<file path="src/pkg/mode_ctrl_defines.svh">
// Timing counts and field codes for the mode, reset and wake controller
`ifndef MODE_CTRL_DEFINES_SVH
`define MODE_CTRL_DEFINES_SVH

`define CLK_PERIOD_NS      10
`define RST_EXT_TIME_US    1000
`define RST_EXT_CYCLES     ((`RST_EXT_TIME_US * 1000) / `CLK_PERIOD_NS)
`define NREQ_TIMEOUT_MS    150
`define NREQ_TIMEOUT_CYCLES ((`NREQ_TIMEOUT_MS * 1000000) / `CLK_PERIOD_NS)
`define RST_FILTER_LEN     16
`define MODE_SEL_NORMAL    2'h0
`define MODE_SEL_STOP      2'h1
`define MODE_SEL_SLEEP     2'h2
`define MODE_SEL_NOP       2'h3
`define NUM_WAKE_INPUTS    4

`endif

</file>
<file path="src/pkg/mode_ctrl_pkg.sv">
// Types shared by the mode, reset and wake controller
package mode_ctrl_pkg;
  typedef enum logic [2:0] {
    ST_RESET,
    ST_NORMAL_REQ,
    ST_NORMAL,
    ST_STOP,
    ST_SLEEP
  } op_mode_t;
endpackage : mode_ctrl_pkg

</file>
<file path="src/rtl/ext_reset_filter.sv">
// Glitch filter for the external reset pin: synchroniser plus low-level counter
`timescale 1ns/1ps
module ext_reset_filter #(
  parameter int LEN = 16
) (
  input  wire logic clk_i,
  input  wire logic resetn_i,
  input  wire logic pin_n_i,
  output logic      low_seen_o
);
  localparam int CW = $clog2(LEN + 1);
  logic          sync1_q;
  logic          sync2_q;
  logic [CW-1:0] cnt_q;
  logic [CW-1:0] cnt_d;
  wire           at_end = (cnt_q == CW'(LEN));

  // Counter saturates; any high sample restarts it
  assign cnt_d = sync2_q ? '0 : (at_end ? cnt_q : cnt_q + 1'b1); // RQ27

  always_ff @(posedge clk_i or negedge resetn_i) begin
    if (!resetn_i) begin
      sync1_q    <= 1'b1;
      sync2_q    <= 1'b1;
      cnt_q      <= '0;
      low_seen_o <= 1'b0;
    end else begin
      sync1_q    <= pin_n_i;
      sync2_q    <= sync1_q;
      cnt_q      <= cnt_d;
      low_seen_o <= (cnt_d == CW'(LEN)); // RQ27
    end
  end
endmodule : ext_reset_filter

</file>
<file path="src/rtl/mode_reset_wake_controller.sv">
// Operating-mode, reset and wake-up controller of a LIN system basis chip
//
// Summary of operation
// RQ1: Stop mode is entered only by a serial mode command.
// RQ2: Wake from Stop goes to Normal Request; interrupt unless chip-select or reset-pin wake.
// RQ3: Stop wakes on wake-input change, LIN, timer, chip-select rise, reset pin.
// RQ4: Sleep wakes only on wake-input change, LIN or timer.
// RQ5: Normal watchdog must be served in open window, else Reset mode.
// RQ6: Grounded watchdog config pin disables watchdog reset path.
// RQ7: Normal Request: full regulator, LIN receive-only, 150 ms timeout instead of window.
// RQ8: Stop disables hall supply, low sides, mux, current sense; limited functions.
// RQ9: Sleep keeps only wake inputs, LIN wake and cyclic sense high sides.
// RQ10: No new interrupt while wake sources remain unread. The code holds back only fault interrupts; a Stop wake still asserts.
// RQ11: Stop interrupts signal wake only; Sleep never uses interrupt.
// RQ12: Interrupt pin low until source register read, then high.
// RQ13: Interrupts only in Normal, Normal Request, Stop and never with reset low.
// RQ14: Normal modes raise maskable fault interrupts for supply, temperature, LIN, switches.
// RQ15: LIN faults disable driver until fault gone and transmit recessive.
// RQ16: Reset output low during condition plus 1.0 ms extension.
// RQ17: Regulator low resets; overtemperature disables regulator and sets flag.
// RQ18: Every Sleep wake passes through regulator power-up and reset.
// RQ19: Filtered external reset low holds reset, also in Stop; no extension added.
// RQ20: No status bit for chip-select or reset-pin wake.
// RQ21: Per-input wake enables; present wake input state readable.
// RQ22: Wake input routed to analog mux at low-power entry loses wake ability.
// RQ23: Normal Request 150 ms timer; normal command needed before expiry or Reset.
// RQ24: Two-bit mode select field selects operating mode.
// RQ25: Reset on regulator low, watchdog fail, Sleep wake, Normal Request timeout.
// RQ26: Grounded watchdog config pin goes Reset straight to Normal.
// RQ27: Reset pin filter is synchroniser plus parameterised low-level counter.
`timescale 1ns/1ps
`include "mode_ctrl_defines.svh"
module mode_reset_wake_controller
  import mode_ctrl_pkg::*;
#(
  parameter int NW          = `NUM_WAKE_INPUTS,
  parameter int RST_EXT     = `RST_EXT_CYCLES,
  parameter int NREQ_TMO    = `NREQ_TIMEOUT_CYCLES,
  parameter int FILTER_LEN  = `RST_FILTER_LEN
) (
  input  wire logic          clk_i,
  input  wire logic          resetn_i,
  // Mode command from the serial interface
  input  wire logic          mode_wr_i,
  input  wire logic [1:0]    mode_select_field_i,
  input  wire logic          timing_ctrl_wr_i,
  input  wire logic          wd_window_open_i,
  input  wire logic          wd_expired_i,
  input  wire logic          watchdog_config_pin_gnd_i,
  input  wire logic          isr_read_i,
  // Wake configuration and sources
  input  wire logic [NW-1:0] wake_inputs_i,
  input  wire logic [NW-1:0] wake_input_enable_bits_i,
  input  wire logic [NW-1:0] mux_sel_wake_i,
  input  wire logic          lin_wake_i,
  input  wire logic          timer_wake_i,
  input  wire logic          cs_n_i,
  // Fault sources and mask
  input  wire logic          supply_uv_i,
  input  wire logic          supply_ov_i,
  input  wire logic          reg_ot_warn_i,
  input  wire logic          reg_ot_i,
  input  wire logic          reg_low_i,
  input  wire logic          lin_fault_i,
  input  wire logic          lin_txd_recessive_i,
  input  wire logic          hs_ot_i,
  input  wire logic          ls_ot_i,
  input  wire logic [5:0]    interrupt_mask_register_i,
  // Reset pin, open drain
  input  wire logic          rst_pin_n_i,
  output logic               rst_pin_o,
  output logic               rst_pin_oe_n_o,
  output logic               irq_n_o,
  // Mode and enables
  output op_mode_t           mode_o,
  output logic               reg_full_o,
  output logic               reg_on_o,
  output logic               hall_sensor_supply_en_o,
  output logic               low_side_switches_en_o,
  output logic               high_side_switches_en_o,
  output logic               mux_en_o,
  output logic               current_sense_en_o,
  output logic               lin_tx_en_o,
  output logic               vsup_monitor_en_o,
  output logic               vdd_monitor_en_o,
  output logic               watchdog_run_o,
  output logic               regulator_overtemp_flag_o,
  output logic [NW-1:0]      wake_status_register_o,
  output logic [NW+1:0]      interrupt_source_register_o,
  output logic [5:0]         fault_source_o
);

  // ------------------------------------------------------------
  // State and counters
  // ------------------------------------------------------------
  op_mode_t        st_q, st_d;
  logic [31:0]     ext_cnt_q;
  logic [31:0]     tmo_q;
  logic [NW-1:0]   wk_prev_q;
  logic [NW-1:0]   wk_arm_q;
  logic            cs_prev_q;
  logic [NW+1:0]   wsrc_q;
  logic [5:0]      fsrc_q;
  logic            lin_dis_q;
  logic            irq_q;
  logic            drive_low_q;

  // ------------------------------------------------------------
  // Reset pin filter
  // ------------------------------------------------------------
  // The pin reads back our own drive, so it is masked while we pull it low;
  // otherwise our reset pulse would look external and hold the chip in reset.
  // Limitation: a host low that overlaps our own pulse is seen only after release.
  logic ext_rst;
  wire  pin_seen_n = rst_pin_n_i || drive_low_q; // RQ19
  ext_reset_filter #(.LEN(FILTER_LEN)) ext_reset_filter_i (
    .clk_i      (clk_i),
    .resetn_i   (resetn_i),
    .pin_n_i    (pin_seen_n),
    .low_seen_o (ext_rst)
  );

  function automatic logic mode_cmd(input logic wr, input logic [1:0] f,
                                    input logic [1:0] code);
    mode_cmd = wr && (f == code);
  endfunction : mode_cmd

  // ------------------------------------------------------------
  // Event decode
  // ------------------------------------------------------------
  wire in_low     = (st_q == ST_STOP) || (st_q == ST_SLEEP);
  wire [NW-1:0] wk_change = (wake_inputs_i ^ wk_prev_q) & wk_arm_q; // RQ21 RQ22
  wire wk_any     = |wk_change;
  wire cs_rise    = cs_n_i && !cs_prev_q;
  wire sleep_wake = wk_any || lin_wake_i || timer_wake_i; // RQ4
  wire stop_src   = wk_any || lin_wake_i || timer_wake_i; // RQ3
  wire stop_wake  = stop_src || cs_rise || ext_rst; // RQ3
  wire wd_on      = !watchdog_config_pin_gnd_i; // RQ6
  wire normal_cmd = mode_cmd(mode_wr_i, mode_select_field_i, `MODE_SEL_NORMAL); // RQ24
  // A serve in the closed window fails exactly like an overflow
  wire wd_fail    = (st_q == ST_NORMAL) && wd_on &&
                    (wd_expired_i || (normal_cmd && !wd_window_open_i)); // RQ5
  wire nreq_tmo   = (st_q == ST_NORMAL_REQ) && (tmo_q >= 32'(NREQ_TMO - 1)); // RQ23
  wire int_rst    = reg_low_i || wd_fail || nreq_tmo; // RQ17 RQ25
  wire rst_cond   = int_rst || ext_rst; // RQ19
  wire ext_done   = (ext_cnt_q >= 32'(RST_EXT - 1));
  wire [5:0] faults = {ls_ot_i, hs_ot_i, lin_fault_i, reg_ot_warn_i, supply_ov_i,
                       supply_uv_i};
  wire wake_pend  = |wsrc_q;
  wire irq_allow  = (st_q == ST_NORMAL || st_q == ST_NORMAL_REQ || st_q == ST_STOP)
                    && !drive_low_q && !ext_rst; // RQ13

  // ------------------------------------------------------------
  // Next mode
  // ------------------------------------------------------------
  always_comb begin
    st_d = st_q;
    case (st_q)
      ST_RESET: begin
        // Pin-driven reset releases without extension
        if (!rst_cond && (ext_done || !drive_low_q)) begin // RQ16 RQ19
          st_d = wd_on ? ST_NORMAL_REQ : ST_NORMAL; // RQ26 RQ25
        end
      end
      ST_NORMAL_REQ: begin
        if (rst_cond) begin
          st_d = ST_RESET; // RQ23
        end else if (normal_cmd && timing_ctrl_wr_i) begin
          st_d = ST_NORMAL; // RQ23
        end
      end
      ST_NORMAL: begin
        if (rst_cond) begin
          st_d = ST_RESET; // RQ5
        end else if (mode_cmd(mode_wr_i, mode_select_field_i, `MODE_SEL_STOP)) begin
          st_d = ST_STOP; // RQ1
        end else if (mode_cmd(mode_wr_i, mode_select_field_i, `MODE_SEL_SLEEP)) begin
          st_d = ST_SLEEP; // RQ24
        end
      end
      ST_STOP: begin
        // A held reset pin outranks the other Stop wakes, so it is tested first
        if (ext_rst || reg_low_i) begin
          st_d = ST_RESET; // RQ19
        end else if (stop_wake) begin
          st_d = ST_NORMAL_REQ; // RQ2
        end
      end
      ST_SLEEP: begin
        // Host is unpowered here: chip-select and reset pin cannot wake
        if (sleep_wake) begin
          st_d = ST_RESET; // RQ18
        end
      end
      default: st_d = ST_RESET;
    endcase
  end

  // ------------------------------------------------------------
  // Mode register and timers
  // ------------------------------------------------------------
  wire entering_reset = (st_d == ST_RESET) && (st_q != ST_RESET);
  // Extension counts only while the cause is gone; an external low skips it
  wire [31:0] ext_cnt_d = (rst_cond || entering_reset) ? 32'h0 :
                          (ext_done ? ext_cnt_q : ext_cnt_q + 32'h1); // RQ16
  wire [31:0] tmo_d = (st_q != ST_NORMAL_REQ) ? 32'h0 : tmo_q + 32'h1; // RQ7
  // Only resets raised here drive the pin and get the extension; a host-held
  // low is followed, not stretched, and a Sleep wake always gets the full pulse
  wire drive_low_d = (st_d == ST_RESET) &&
                     (int_rst || (st_q == ST_SLEEP) || (drive_low_q && !ext_done)); // RQ16 RQ18

  always_ff @(posedge clk_i or negedge resetn_i) begin
    if (!resetn_i) begin
      st_q        <= ST_RESET;
      ext_cnt_q   <= 32'h0;
      tmo_q       <= 32'h0;
      drive_low_q <= 1'b1;
    end else begin
      st_q        <= st_d;
      ext_cnt_q   <= ext_cnt_d;
      tmo_q       <= tmo_d;
      drive_low_q <= drive_low_d; // RQ16
    end
  end

  // ------------------------------------------------------------
  // Wake tracking
  // ------------------------------------------------------------
  wire entering_low = !in_low && ((st_d == ST_STOP) || (st_d == ST_SLEEP));
  wire [NW-1:0] arm_d = entering_low ? (wake_input_enable_bits_i & ~mux_sel_wake_i) :
                        (in_low ? wk_arm_q : '0); // RQ22 RQ21
  // Only sources with a status bit are recorded; chip-select and pin wakes leave none
  wire [NW+1:0] wsrc_set = (in_low && (st_q == ST_STOP ? stop_src : sleep_wake)) ?
                           {timer_wake_i, lin_wake_i, wk_change} : '0; // RQ20
  // Set wins over the acknowledge read
  wire [NW+1:0] wsrc_d = (isr_read_i ? '0 : wsrc_q) | wsrc_set; // RQ10
  wire [5:0] fsrc_set = ((st_q == ST_NORMAL) || (st_q == ST_NORMAL_REQ)) ?
                        (faults & ~interrupt_mask_register_i) : 6'h0; // RQ14
  wire [5:0] fsrc_d = (isr_read_i ? 6'h0 : fsrc_q) | fsrc_set;
  // Fault interrupts held back while wake sources are unread; Sleep never asserts
  wire irq_new = irq_allow && ((st_q == ST_STOP && (|wsrc_set) && stop_src) ||
                 (st_q != ST_STOP && |fsrc_set && !wake_pend)); // RQ10 RQ11 RQ2
  wire irq_d = irq_new || (irq_q && !isr_read_i && irq_allow); // RQ12
  wire lin_dis_d = lin_fault_i || (lin_dis_q && !lin_txd_recessive_i); // RQ15

  always_ff @(posedge clk_i or negedge resetn_i) begin
    if (!resetn_i) begin
      wk_prev_q <= '0;
      wk_arm_q  <= '0;
      cs_prev_q <= 1'b1;
      wsrc_q    <= '0;
      fsrc_q    <= 6'h0;
      lin_dis_q <= 1'b0;
      irq_q     <= 1'b0;
    end else begin
      wk_prev_q <= wake_inputs_i;
      wk_arm_q  <= arm_d;
      cs_prev_q <= cs_n_i;
      wsrc_q    <= wsrc_d;
      fsrc_q    <= fsrc_d;
      lin_dis_q <= lin_dis_d;
      irq_q     <= irq_d;
    end
  end

  // ------------------------------------------------------------
  // Registered outputs
  // ------------------------------------------------------------
  wire nrm  = (st_d == ST_NORMAL) || (st_d == ST_NORMAL_REQ);

  always_ff @(posedge clk_i or negedge resetn_i) begin
    if (!resetn_i) begin
      rst_pin_o                   <= 1'b0;
      rst_pin_oe_n_o              <= 1'b0;
      irq_n_o                     <= 1'b1;
      mode_o                      <= ST_RESET;
      reg_full_o                  <= 1'b1;
      reg_on_o                    <= 1'b1;
      hall_sensor_supply_en_o     <= 1'b0;
      low_side_switches_en_o      <= 1'b0;
      high_side_switches_en_o     <= 1'b0;
      mux_en_o                    <= 1'b0;
      current_sense_en_o          <= 1'b1;
      lin_tx_en_o                 <= 1'b0;
      vsup_monitor_en_o           <= 1'b1;
      vdd_monitor_en_o            <= 1'b1;
      watchdog_run_o              <= 1'b0;
      regulator_overtemp_flag_o   <= 1'b0;
      wake_status_register_o      <= '0;
      interrupt_source_register_o <= '0;
      fault_source_o              <= 6'h0;
    end else begin
      rst_pin_o                   <= 1'b0;
      rst_pin_oe_n_o              <= !drive_low_d; // RQ16
      irq_n_o                     <= !irq_d; // RQ12
      mode_o                      <= st_d;
      reg_full_o                  <= (st_d != ST_STOP) && (st_d != ST_SLEEP); // RQ7
      reg_on_o                    <= (st_d != ST_SLEEP) && !reg_ot_i; // RQ17 RQ9
      hall_sensor_supply_en_o     <= nrm; // RQ8
      low_side_switches_en_o      <= nrm; // RQ8
      high_side_switches_en_o     <= (st_d != ST_RESET); // RQ8 RQ9
      mux_en_o                    <= nrm; // RQ8
      current_sense_en_o          <= (st_d != ST_STOP) && (st_d != ST_SLEEP); // RQ8
      lin_tx_en_o                 <= (st_d == ST_NORMAL) && !lin_dis_d; // RQ7 RQ15
      vsup_monitor_en_o           <= (st_d != ST_STOP) && (st_d != ST_SLEEP); // RQ8
      vdd_monitor_en_o            <= (st_d != ST_SLEEP); // RQ9
      watchdog_run_o              <= (st_d == ST_NORMAL) && wd_on; // RQ6
      regulator_overtemp_flag_o   <= reg_ot_i || (regulator_overtemp_flag_o && !isr_read_i);
      wake_status_register_o      <= wake_inputs_i; // RQ21
      interrupt_source_register_o <= wsrc_d;
      fault_source_o              <= fsrc_d;
    end
  end
endmodule : mode_reset_wake_controller

</file>
<file path="config.mk">
export PLATFORM = sky130hd
export DESIGN_NAME = mode_reset_wake_controller
export DESIGN_NICKNAME = d
export VERILOG_FILES = /design/src/pkg/mode_ctrl_pkg.sv /design/src/rtl/ext_reset_filter.sv /design/src/rtl/mode_reset_wake_controller.sv
export VERILOG_INCLUDE_DIRS = /design/src /design/src/pkg
export SDC_FILE = /design/constraint.sdc
export NUM_CORES = 1
export LEC_CHECK = 0
export ABC_AREA = 1
export ABC_CLOCK_PERIOD_IN_PS = 6300
export BUFFER_PORTS_ARGS = -buffer_cell sky130_fd_sc_hd__clkbuf_2
export CAP_MARGIN = 10
export CORE_MARGIN = 2
export CORE_UTILIZATION = 35
export CTS_BUF_LIST = sky130_fd_sc_hd__clkbuf_16
export CTS_CLUSTER_SIZE = 8
export DETAILED_ROUTE_END_ITERATION = 8
export GPL_TIMING_DRIVEN = 0
export HOLD_SLACK_MARGIN = 0.03
export REMOVE_ABC_BUFFERS = 1
export SYNTH_ARGS = -nofsm -noshare
export SYNTH_HDL_FRONTEND = slang
export SYNTH_SLANG_ARGS = --single-unit
export TNS_END_PERCENT = 50
</file>
<file path="constraint.sdc">
create_clock -name clk_i -period 6.3 [get_ports clk_i]
set_input_delay 1.26 -clock clk_i [delete_from_list [all_inputs] [get_ports clk_i]]
set_output_delay 1.26 -clock clk_i [all_outputs]
set_load 0.02 [all_outputs]
</file>
==> summary.txt, run 1 <==
Timing
  – Fmax: 0.355 GHz
  – Worst clock skew: 8.86 ps
  – Hold Violations, Final: 0
  – Slew Viols, Final: 0
  – Final Cycle Share: 0.448
  – Fin crit period: 2820 ps
  – Rel. slew slack: 0.422
  – Final setup vio count: 0
  – Slew @ Worst Pin: 867 ps
  – TNS Setup: 0 ps
  – RSZ-0062 raised after global routing: no

Floorplanning
  – Total die area: 0.0164 sq mm
  – Io pins: 75
  – Chip width: 128 um
  – Initial Utilization: 0.357
  – Core area: 0.0151 sq mm
  – Rows: 45
  – Die H: 128 um

CTS
  – H-Tree Depth: 3
  – Hold_buf cts: 0
  – Buffer depth of the longest clock path: 2
  – Num CTS Buffers: 9
  – Setup repair bufs after CTS: 0
  – Worst skew pair latency: 350 ps
  – Root buf cell: clkbuf_16
  – Sink Count: 109
  – Worst-path clk slew: 70 ps
  – CTS tree: yes
  – Cts repair resizes: 0

Layout
  – Nets: 776
  – Layout cell share with drive strength beyond 1: 0.189
  – Area grow syn2layout: 15.2%
  – Ant diodes: 0
  – Post-route cell area: 0.00620 sq mm

Place
  – RD Place Congestion: 0.820
  – Hpwl dp: 8030 um
  – Buffers on Ports: 73
  – Placed inst area: 0.00591 sq mm

Synth
  – Sequential share of the synthesized area: 0.509
  – Top FF cell, synth: dfrtp_1
  – Synth unique cells: 39
  – EDFF count, synth: 0
  – Mapped cell area: 0.00538 sq mm
  – Register bit total from synthesis: 109
  – Top cells by count, synth: 121 x nand2_1, 111 x nor2_1, 101 x dfrtp_1
  – Ys Warns: 0
  – Largest cells by area after synthesis: dfrtp_1 47%, nand2_1 8.4%, nor2_1 7.7%
  – Post-synth top area share: 0.470
  – Post-Synthesis Cells: 658
  – Most common cell in the netlist: nand2_1
  – Post-Syn Area per Cell: 8.18 sq um
  – Asr flop ratio synth: 1.00
  – Cell taking the most area after synthesis: dfrtp_1

Job
  – Max_cap viols: 0

Global route
  – GR Overflow Total: 0
  – Number of global-route vias before repair: 4,101
  – First-pass GRT wire length: 19,100 um
  – Total track usage: 0.145
  – Largest net degree at the start of global routing: 110
  – Initial antenna violation count: 0

Critical path
  – Startpoint Class: input pin
  – Critical Path Sink Type: flip-flop
  – Worst Path Required: 6510 ps
  – Critical Path AT: 3030 ps
  – Crit Path Max Fanout: 32
  – Crit Path Category: input pin to flip-flop

Routing
  – Drt wl/cell: 12.1 um
  – Drt drc: 0
  – Iteration-0 DRC count of the detailed router: 261
  – First-pass DRT Iterations: 6
  – DR vias/cell: 4.56
  – Antenna-violating nets left: 0
  – Final wirelength: 11,200 um
  – Vias: 4,215

Power and ir drop
  – Power Total: 1.30 mW
  – P_leak: 2.88 nW
  – Peak supply drop: 0.147 mV
  – PD cells: 210 mW/mm^2

Run status
  – Status: finished clean

Min path
  – Hold WC Path Type: flip-flop to flip-flop
==> final timing paths <==
kind                                                      start                                   end  slack [ps]  cells past startpoint
max reg2reg                                 mode_o[2]$_DFF_PN0_             ext_cnt_q[12]$_DFFE_PN0P_        3510                     10
max                                      mode_select_field_i[0]             ext_cnt_q[12]$_DFFE_PN0P_        3480                     12
min                        ext_reset_filter_i.sync1_q$_DFF_PN1_  ext_reset_filter_i.sync2_q$_DFF_PN1_         360                      0
max in group asynchronous                              resetn_i           fault_source_o[4]$_DFF_PN0_        4680                      1
min reg2reg                ext_reset_filter_i.sync1_q$_DFF_PN1_  ext_reset_filter_i.sync2_q$_DFF_PN1_         360                      0
min in group asynchronous                              resetn_i                    tmo_q[6]$_DFF_PN0_        1000                      1
==> area by class of cell <==
cell class,count,area (sq um)
Clock buffer,9,225
Clock inverter,7,58.8
Fill cell,1546,8890
Inverter,102,383
Multi-Input combinational cell,435,2170
Sequential cell,109,2740
Tap cell,188,235
Timing Repair Buffer,74,385
==> sequential cells by signal (all words and copies together), names as in the netlist, 3 cells and up <==
register / cells
ext_cnt_q: 32
ext_reset_filter_i.cnt_q: 5
fault_source_o: 6
interrupt_source_register_o: 6
mode_o: 3
tmo_q: 32
wake_status_register_o: 4
wk_arm_q: 4
==> power by group <==
| part | switching, mW | internal (mW) |
|---|---|---|
| registers | 0.00302 | 0.704 |
| clock network | 0.271 | 0.274 |
| logic | 0.0331 | 0.0164 |
| total | 0.308 | 0.995 |
==> cells by family (layout without fill, tap and decap cells) <==
family | count (synthesis) | count (layout) | synth area share
xor+xnor | 23 | 23 | 0.0374
simple gates | 351 | 351 | 0.298
flops | 109 | 109 | 0.509
mux | 1 | 1 | 0.00186
fa+ha+maj | 4 | 4 | 0.00930
buf+inv | 114 | 192 | 0.0886
other cells | 1 | 1 | 0.000697
compound gates | 55 | 55 | 0.0558
==> cells in the final DEF (no fill, tap or decap), types with 8 or more instances in the layout <==
master,synthesis,final
nand3_1,35,35
nor3_1,31,30
clkbuf_2,0,72
xnor2_1,9,9
nor4_1,9,9
nand2_2,8,8
o21ai_0,23,23
nor2_1,111,111
a21oi_1,20,20
clkbuf_16,0,9
dfstp_2,8,8
inv_2,8,8
nand2_1,121,121
dfrtp_1,101,101
nand4_1,9,9
inv_1,93,93
xor2_1,14,14
==> worst max-delay path, cell delays in order <==
cell and delay, ps:
clkbuf_2 90, inv_1 60, nand3_1 80, o21bai_1 80, a21oi_1 240, nand4_1 140, nor2_1 250, nor2_1 80
nor2_1 90, nand4_1 90, nand2_2 470, nor2_1 100
==> metal layers <==
| layer | GRT usage | part of all wire |
|---|---|---|
| met1 | 0.204 | 0.51 |
| met2 | 0.224 | 0.45 |
| met3 | 0.0234 | 0.026 |
| met4 | 0.0582 | 0.012 |
| met5 | 0 | 0 |
==> per-stage QoR <==
step                cells  setup WS, ps  utilization  hold slack (ps)
global placement      907          1710        0.390              346
global route          924          3130        0.411              370
finish                924          3480        0.411              363
floorplan             646          3410            -              345
detailed placement    908          3090        0.392              348
CTS                   924          3440        0.411              365
Power figures use the tool's default switching activity.
==> run 2, diff against run 1 <==
--- a/config.mk
+++ b/config.mk
@@ -6,8 +6,8 @@
 export SDC_FILE = /design/constraint.sdc
 export NUM_CORES = 1
 export LEC_CHECK = 0
-export ABC_AREA = 1
-export ABC_CLOCK_PERIOD_IN_PS = 6300
+export ABC_AREA = 0
+export ABC_CLOCK_PERIOD_IN_PS = 2300
 export BUFFER_PORTS_ARGS = -buffer_cell sky130_fd_sc_hd__clkbuf_2
 export CAP_MARGIN = 10
 export CORE_MARGIN = 2
==> constraint.sdc (replaced) <==
create_clock -name clk_i -period 2.3 [get_ports clk_i]
set_input_delay 0.46 -clock clk_i [delete_from_list [all_inputs] [get_ports clk_i]]
set_output_delay 0.46 -clock clk_i [all_outputs]
set_load 0.02 [all_outputs]
==> summary.txt, run 2 <==
Layout
  – Nets: 652
  – Ant diodes: 0
  – Fillers: 1,394
  – Multi-input logic area: 0.00251 sq mm
  – Most frequent cells in the layout: 94 x dfrtp_1, 72 x clkbuf_2, 58 x nor2_1
  – FF/Latch Area: 0.00275 sq mm
  – Biggest regs: ext_cnt_q (32), tmo_q (32)
  – Final Util: 0.456
  – Commonest non-fill, non-tap cell in the layout: dfrtp_1
  – Post-route cell area: 0.00662 sq mm
  – Area grow syn2layout: 27.5%
  – Layout cell share with drive strength beyond 1: 0.333

Critical path
  – R2R Setup Slk: -70 ps
  – Worst Path Required: 2540 ps
  – Crit path launch: ext_cnt_q[14]$_DFFE_PN0P_
  – Critical Path Sink Type: flip-flop
  – Worst r2r src: ext_cnt_q[14]$_DFFE_PN0P_
  – R2r endpoint: ext_cnt_q[11]$_DFFE_PN0P_
  – CP peak stage delay: 550 ps
  – Startpoint Class: flip-flop
  – Crit path capture: ext_cnt_q[11]$_DFFE_PN0P_
  – Crit Path Category: flip-flop to flip-flop
  – Worst path cell trace: or4_4 > nand3_4 > o2111ai_4 > a311o_1 > a211oi_4 > buf_6 > clkbuf_16 > nor3b_2
  – CP max stage cell: or4_4
  – Crit Path Max Fanout: 8
  – Critical Path AT: 2610 ps
  – R2R cell count: 8

Power and ir drop
  – P_leak: 2.87 nW
  – PD cells: 804 mW/mm^2
  – Peak supply drop: 0.530 mV

Synth
  – Post-Syn Area per Cell: 10.4 sq um
  – Mapped cell area: 0.00519 sq mm
  – Post-Synthesis Cells: 498
  – Most common cell in the netlist: dfrtp_1
  – Sequential share of the synthesized area: 0.527
  – Top cells by count, synth: 101 x dfrtp_1, 62 x nor2_1, 45 x nand2_1
  – Largest cells by area after synthesis: dfrtp_1 49%, nor2_1 4.5%, xor2_1 4.4%
  – Synth unique cells: 61
  – EDFF count, synth: 0
  – Asr flop ratio synth: 1.00
  – Register bit total from synthesis: 109
  – Ys Warns: 0
  – Top FF cell, synth: dfrtp_1
  – Post-synth top area share: 0.487
  – Cell taking the most area after synthesis: dfrtp_1

CTS
  – Num CTS Buffers: 9
  – H-Tree Depth: 3
  – Hold_buf cts: 0
  – CTS tree: yes
  – Worst-path clk slew: 80 ps
  – Worst skew pair latency: 350 ps
  – Sink Count: 109
  – Root buf cell: clkbuf_16
  – Buffer depth of the longest clock path: 2

Place
  – Hpwl dp: 8050 um
  – Placed inst area: 0.00573 sq mm
  – RD Place Congestion: 0.826
  – Pre-CTS setup slack: -1250 ps
  – Buffers on Ports: 73

Routing
  – Vias: 4,188
  – Drt drc: 0
  – Antenna-violating nets left: 0
  – DR vias/cell: 5.26
  – First-pass DRT Iterations: 5
  – Iteration-0 DRC count of the detailed router: 201
  – Final wirelength: 12,400 um
  – Drt wl/cell: 15.5 um

Run status
  – Status: complete, but fails checks
  – Violated checks: negative setup slack

Timing
  – Fin crit period: 2370 ps
  – Setup slack after layout: -69.7 ps
  – Final Cycle Share: 1.03
  – Slew Viols, Final: 0
  – Slew @ Worst Pin: 845 ps
  – RSZ-0062 raised after global routing: yes
  – Hold Violations, Final: 0
  – Worst clock skew: 10.2 ps
  – Rel. slew slack: 0.437
  – Final setup vio count: 29
  – Worst hold margin: 208 ps
  – Fmax: 0.422 GHz

Global route
  – First-pass GRT wire length: 20,100 um
  – Initial antenna violation count: 0
  – GR Overflow Total: 0
  – Number of global-route vias before repair: 4,035
  – Total track usage: 0.158
  – Largest net degree at the start of global routing: 110

Floorplanning
  – Die H: 126 um
  – Initial Utilization: 0.357
  – Total die area: 0.0158 sq mm
  – Io pins: 75
  – Rows: 44
  – Chip width: 126 um
  – Core area: 0.0145 sq mm

Min path
  – Hold WC Path Type: input pin to flip-flop
  – Hold depth: 1
  – Hold_sp: cs_n_i

Job
  – Max_cap viols: 0
-- run 2: per-layer routing --
metal / global-route usage / vias up / part of all wire
li1: - / 1971 / -
met1: 0.213 / 2100 / 0.46
met2: 0.252 / 105 / 0.49
met3: 0.0429 / 12 / 0.048
met4: 0.0427 / 0 / 0.0097
met5: 0 / - / 0
-- run 2: worst min path at each step --
stage | to | slack [ps]
after floorplan | ext_cnt_q[0]$_DFFE_PN0P_ | 160
after global placement | ext_reset_filter_i.sync2_q$_DFF_PN1_ | 350
after detailed placement | ext_reset_filter_i.sync2_q$_DFF_PN1_ | 350
after CTS | cs_prev_q$_DFF_PN1_ | 190
after global routing | cs_prev_q$_DFF_PN1_ | 190
final | cs_prev_q$_DFF_PN1_ | 210
-- run 2: area by class of cell --
| class | instances | area share |
|---|---|---|
| Sequential cell | 109 | 0.415 |
| Multi-Input combinational cell | 356 | 0.379 |
| Timing Repair Buffer | 115 | 0.115 |
| Tap cell | 184 | 0.0348 |
| Clock buffer | 9 | 0.0340 |
| Clock inverter | 7 | 0.0134 |
| Inverter | 16 | 0.00907 |
-- run 2: worst max-delay path, delay by kind of cell (launching register included) --
| family | cells | cell delay (ps) |
|---|---|---|
| buffers and inverters | 2 | 340 |
| AOI/OAI and AO/OA | 3 | 820 |
| and+or+nand+nor | 3 | 710 |
| DFF | 1 | 380 |
-- run 2: logic make-up (layout without fill, tap and decap cells) --
kind of cell,after synthesis,count (layout),synth area share
AO/OA/AOI/OAI,57,57,0.0827
XOR/XNOR,47,47,0.0793
adder cells (fa/ha/maj),4,4,0.00964
buffers and inverters,34,147,0.0333
flip-flops,109,109,0.527
multiplexers,2,2,0.00386
other,1,1,0.000722
AND/OR/NAND/NOR,244,245,0.263
-- run 2: what timing repair did --
| action | CTS | global route |
|---|---|---|
| cloned | 1 | 1 |
| gates resized for setup | 24 | 31 |
| endpoints found under the setup margin | 50 | 52 |
| pin swaps | 22 | 8 |
| buffers inserted | 26 | 12 |
-- run 2: power by group --
part	internal, mW	switching, mW	total (mW)
clock	0.870	0.749	1.62
sequential	2.08	0.124	2.21
combinational	0.636	0.859	1.50
total	3.59	1.73	5.32
-- run 2: metrics by stage --
| stage | setup TNS, ps | total power [mW] | cells |
|---|---|---|---|
| 2_1_floorplan | -43280 | 2.88 | 480 |
| 5_1_grt | -3620 | 5.59 | 796 |
| 3_3_place_gp | -158660 | 3.24 | 737 |
| 3_5_place_dp | -48440 | 3.34 | 740 |
| 6_report | -1380 | 5.32 | 796 |
| 4_1_cts | -181 | 5.22 | 783 |
==> run 3, diff against run 2 <==
--- a/config.mk
+++ b/config.mk
@@ -18,6 +18,7 @@
 export GPL_TIMING_DRIVEN = 0
 export HOLD_SLACK_MARGIN = 0.03
 export REMOVE_ABC_BUFFERS = 1
+export SKIP_CTS_REPAIR_TIMING = 1
 export SYNTH_ARGS = -nofsm -noshare
 export SYNTH_HDL_FRONTEND = slang
 export SYNTH_SLANG_ARGS = --single-unit
==> summary.txt, run 3 (same netlist as run 2, synthesis figures left out) <==
Global route
  – Total track usage: 0.148
  – Most used routing layer: met2
  – Global Route met3 Usage: 0.0450
  – Met1 Use GR: 0.201
  – Initial antenna violation count: 0
  – Largest net degree at the start of global routing: 110
  – Number of global-route vias before repair: 3,774
  – First-pass GRT wire length: 18,900 um
  – GR Overflow Total: 0
  – GR Layer Usage met2: 0.233

Routing
  – Drt wl/cell: 15.1 um
  – First-pass DRT Iterations: 4
  – Drt drc: 0
  – Iteration-0 DRC count of the detailed router: 247
  – DR vias/cell: 5.15
  – Final wirelength: 11,800 um
  – Antenna-violating nets left: 0
  – Vias: 4,009

Place
  – Buffers on Ports: 73
  – Hpwl dp: 8050 um
  – Placed inst area: 0.00573 sq mm
  – Pre-CTS setup slack: -1250 ps
  – RD Place Congestion: 0.826

Layout
  – Area grow syn2layout: 24.7%
  – Multi-input logic area: 0.00248 sq mm
  – FF/Latch Area: 0.00275 sq mm
  – Layout cell share with drive strength beyond 1: 0.296
  – Ant diodes: 0
  – Post-route cell area: 0.00648 sq mm
  – Fillers: 1,423
  – Nets: 634
  – Final Util: 0.446
  – Most frequent cells in the layout: 95 x dfrtp_1, 72 x clkbuf_2, 57 x nor2_1
  – Biggest regs: ext_cnt_q (32), tmo_q (32)
  – Commonest non-fill, non-tap cell in the layout: dfrtp_1

Floorplanning
  – Initial Utilization: 0.357
  – Total die area: 0.0158 sq mm
  – Core area: 0.0145 sq mm
  – Rows: 44
  – Io pins: 75
  – Die H: 126 um
  – Chip width: 126 um

Timing
  – Setup slack after layout: -163 ps
  – Hold Violations, Final: 0
  – Slew Viols, Final: 0
  – Final setup vio count: 33
  – Fin crit period: 2460 ps
  – Rel. slew slack: 0.417
  – RSZ-0062 raised after global routing: yes
  – Worst clock skew: 9.71 ps
  – Final Cycle Share: 1.07
  – Slew @ Worst Pin: 875 ps
  – Fmax: 0.406 GHz
  – Worst hold margin: 179 ps

CTS
  – H-Tree Depth: 3
  – Root buf cell: clkbuf_16
  – Worst skew pair latency: 350 ps
  – Worst-path clk slew: 70 ps
  – CTS tree: yes
  – Sink Count: 109
  – Buffer depth of the longest clock path: 2
  – Num CTS Buffers: 9

Power and ir drop
  – Sequential Power Share: 0.418
  – Internal power: 3.58 mW
  – Switch share: 0.323
  – Gate power share: 0.276
  – P_leak: 2.79 nW
  – PD cells: 816 mW/mm^2
  – Clk pwr share: 0.306
  – Psw: 1.71 mW
  – Peak supply drop: 0.492 mV

Critical path
  – Crit Path Max Fanout: 8
  – CP peak stage delay: 440 ps
  – Buf/Inv on CP: 3
  – Top delay family on crit path: simple AND/OR/NAND/NOR gates
  – Critical Path Sink Type: flip-flop
  – CP max stage cell: dfrtp_2
  – Worst path cell trace: nor4_4 > a21oi_4 > a311o_2 > nor4_4 > buf_6 > a211oi_4 > buf_6 > clkbuf_16 > nor3b_2
  – Critical Path AT: 2740 ps
  – Startpoint Class: flip-flop
  – Worst Path Required: 2570 ps
  – Crit Path Category: flip-flop to flip-flop

Min path
  – Hold WC Path Type: input pin to asynchronous set/reset pin

Run status
  – Status: complete, but fails checks
  – Violated checks: negative setup slack

Job
  – Max_cap viols: 0
==> run 3: final cells by class <==
| cell class | count | area share |
|---|---|---|
| Multi-Input combinational cell | 355 | 0.383 |
| Timing Repair Buffer | 98 | 0.0995 |
| Sequential cell | 109 | 0.424 |
| Clock buffer | 9 | 0.0348 |
| Clock inverter | 7 | 0.0137 |
| Tap cell | 184 | 0.0355 |
| Inverter | 16 | 0.00927 |
==> run 3: power groups by stage <==
stage | combinational [mW] | clock, mW | sequential (mW)
floorplan | 0.527 | 0 | 2.35
global placement | 0.992 | 0 | 2.25
detailed placement | 1.09 | 0 | 2.25
CTS | 1.09 | 1.67 | 2.22
global route | 1.58 | 1.73 | 2.24
finish | 1.46 | 1.62 | 2.21
==> run 3: worst reg2reg max path: cells and delay by family (launching register included) <==
family | cells | cell delay (ps)
AND/OR/NAND/NOR | 3 | 890
buffers and inverters | 3 | 490
flip-flops | 1 | 440
AO/OA/AOI/OAI | 3 | 570
==> run 3: final timing paths <==
kind | start | to | slack [ps] | cells after the start
setup / recovery | tmo_q[28]$_DFF_PN0_ | ext_cnt_q[14]$_DFFE_PN0P_ | -160 | 9
hold / removal | resetn_i | tmo_q[9]$_DFF_PN0_ | 180 | 1
setup reg to reg | tmo_q[28]$_DFF_PN0_ | ext_cnt_q[14]$_DFFE_PN0P_ | -160 | 9
hold reg to reg | ext_reset_filter_i.sync1_q$_DFF_PN1_ | ext_reset_filter_i.sync2_q$_DFF_PN1_ | 370 | 0
max in group asynchronous | resetn_i | mode_o[0]$_DFF_PN0_ | 1440 | 1
min in group clk_i | cs_n_i | cs_prev_q$_DFF_PN1_ | 200 | 1
==> run 3: metal layers <==
metal,up-vias,wire (um)
li1,1930,-
met2,78,5650
met5,-,0
met1,1993,5510
met3,8,521
met4,0,92
==> run 3: per-stage QoR <==
stage	std cells	setup TNS [ps]	power [mW]
3_3_place_gp	737	-158660	3.24
4_1_cts	756	-48980	4.98
5_1_grt	778	-6950	5.55
6_report	778	-3930	5.28
3_5_place_dp	740	-48440	3.34
2_1_floorplan	480	-43280	2.88
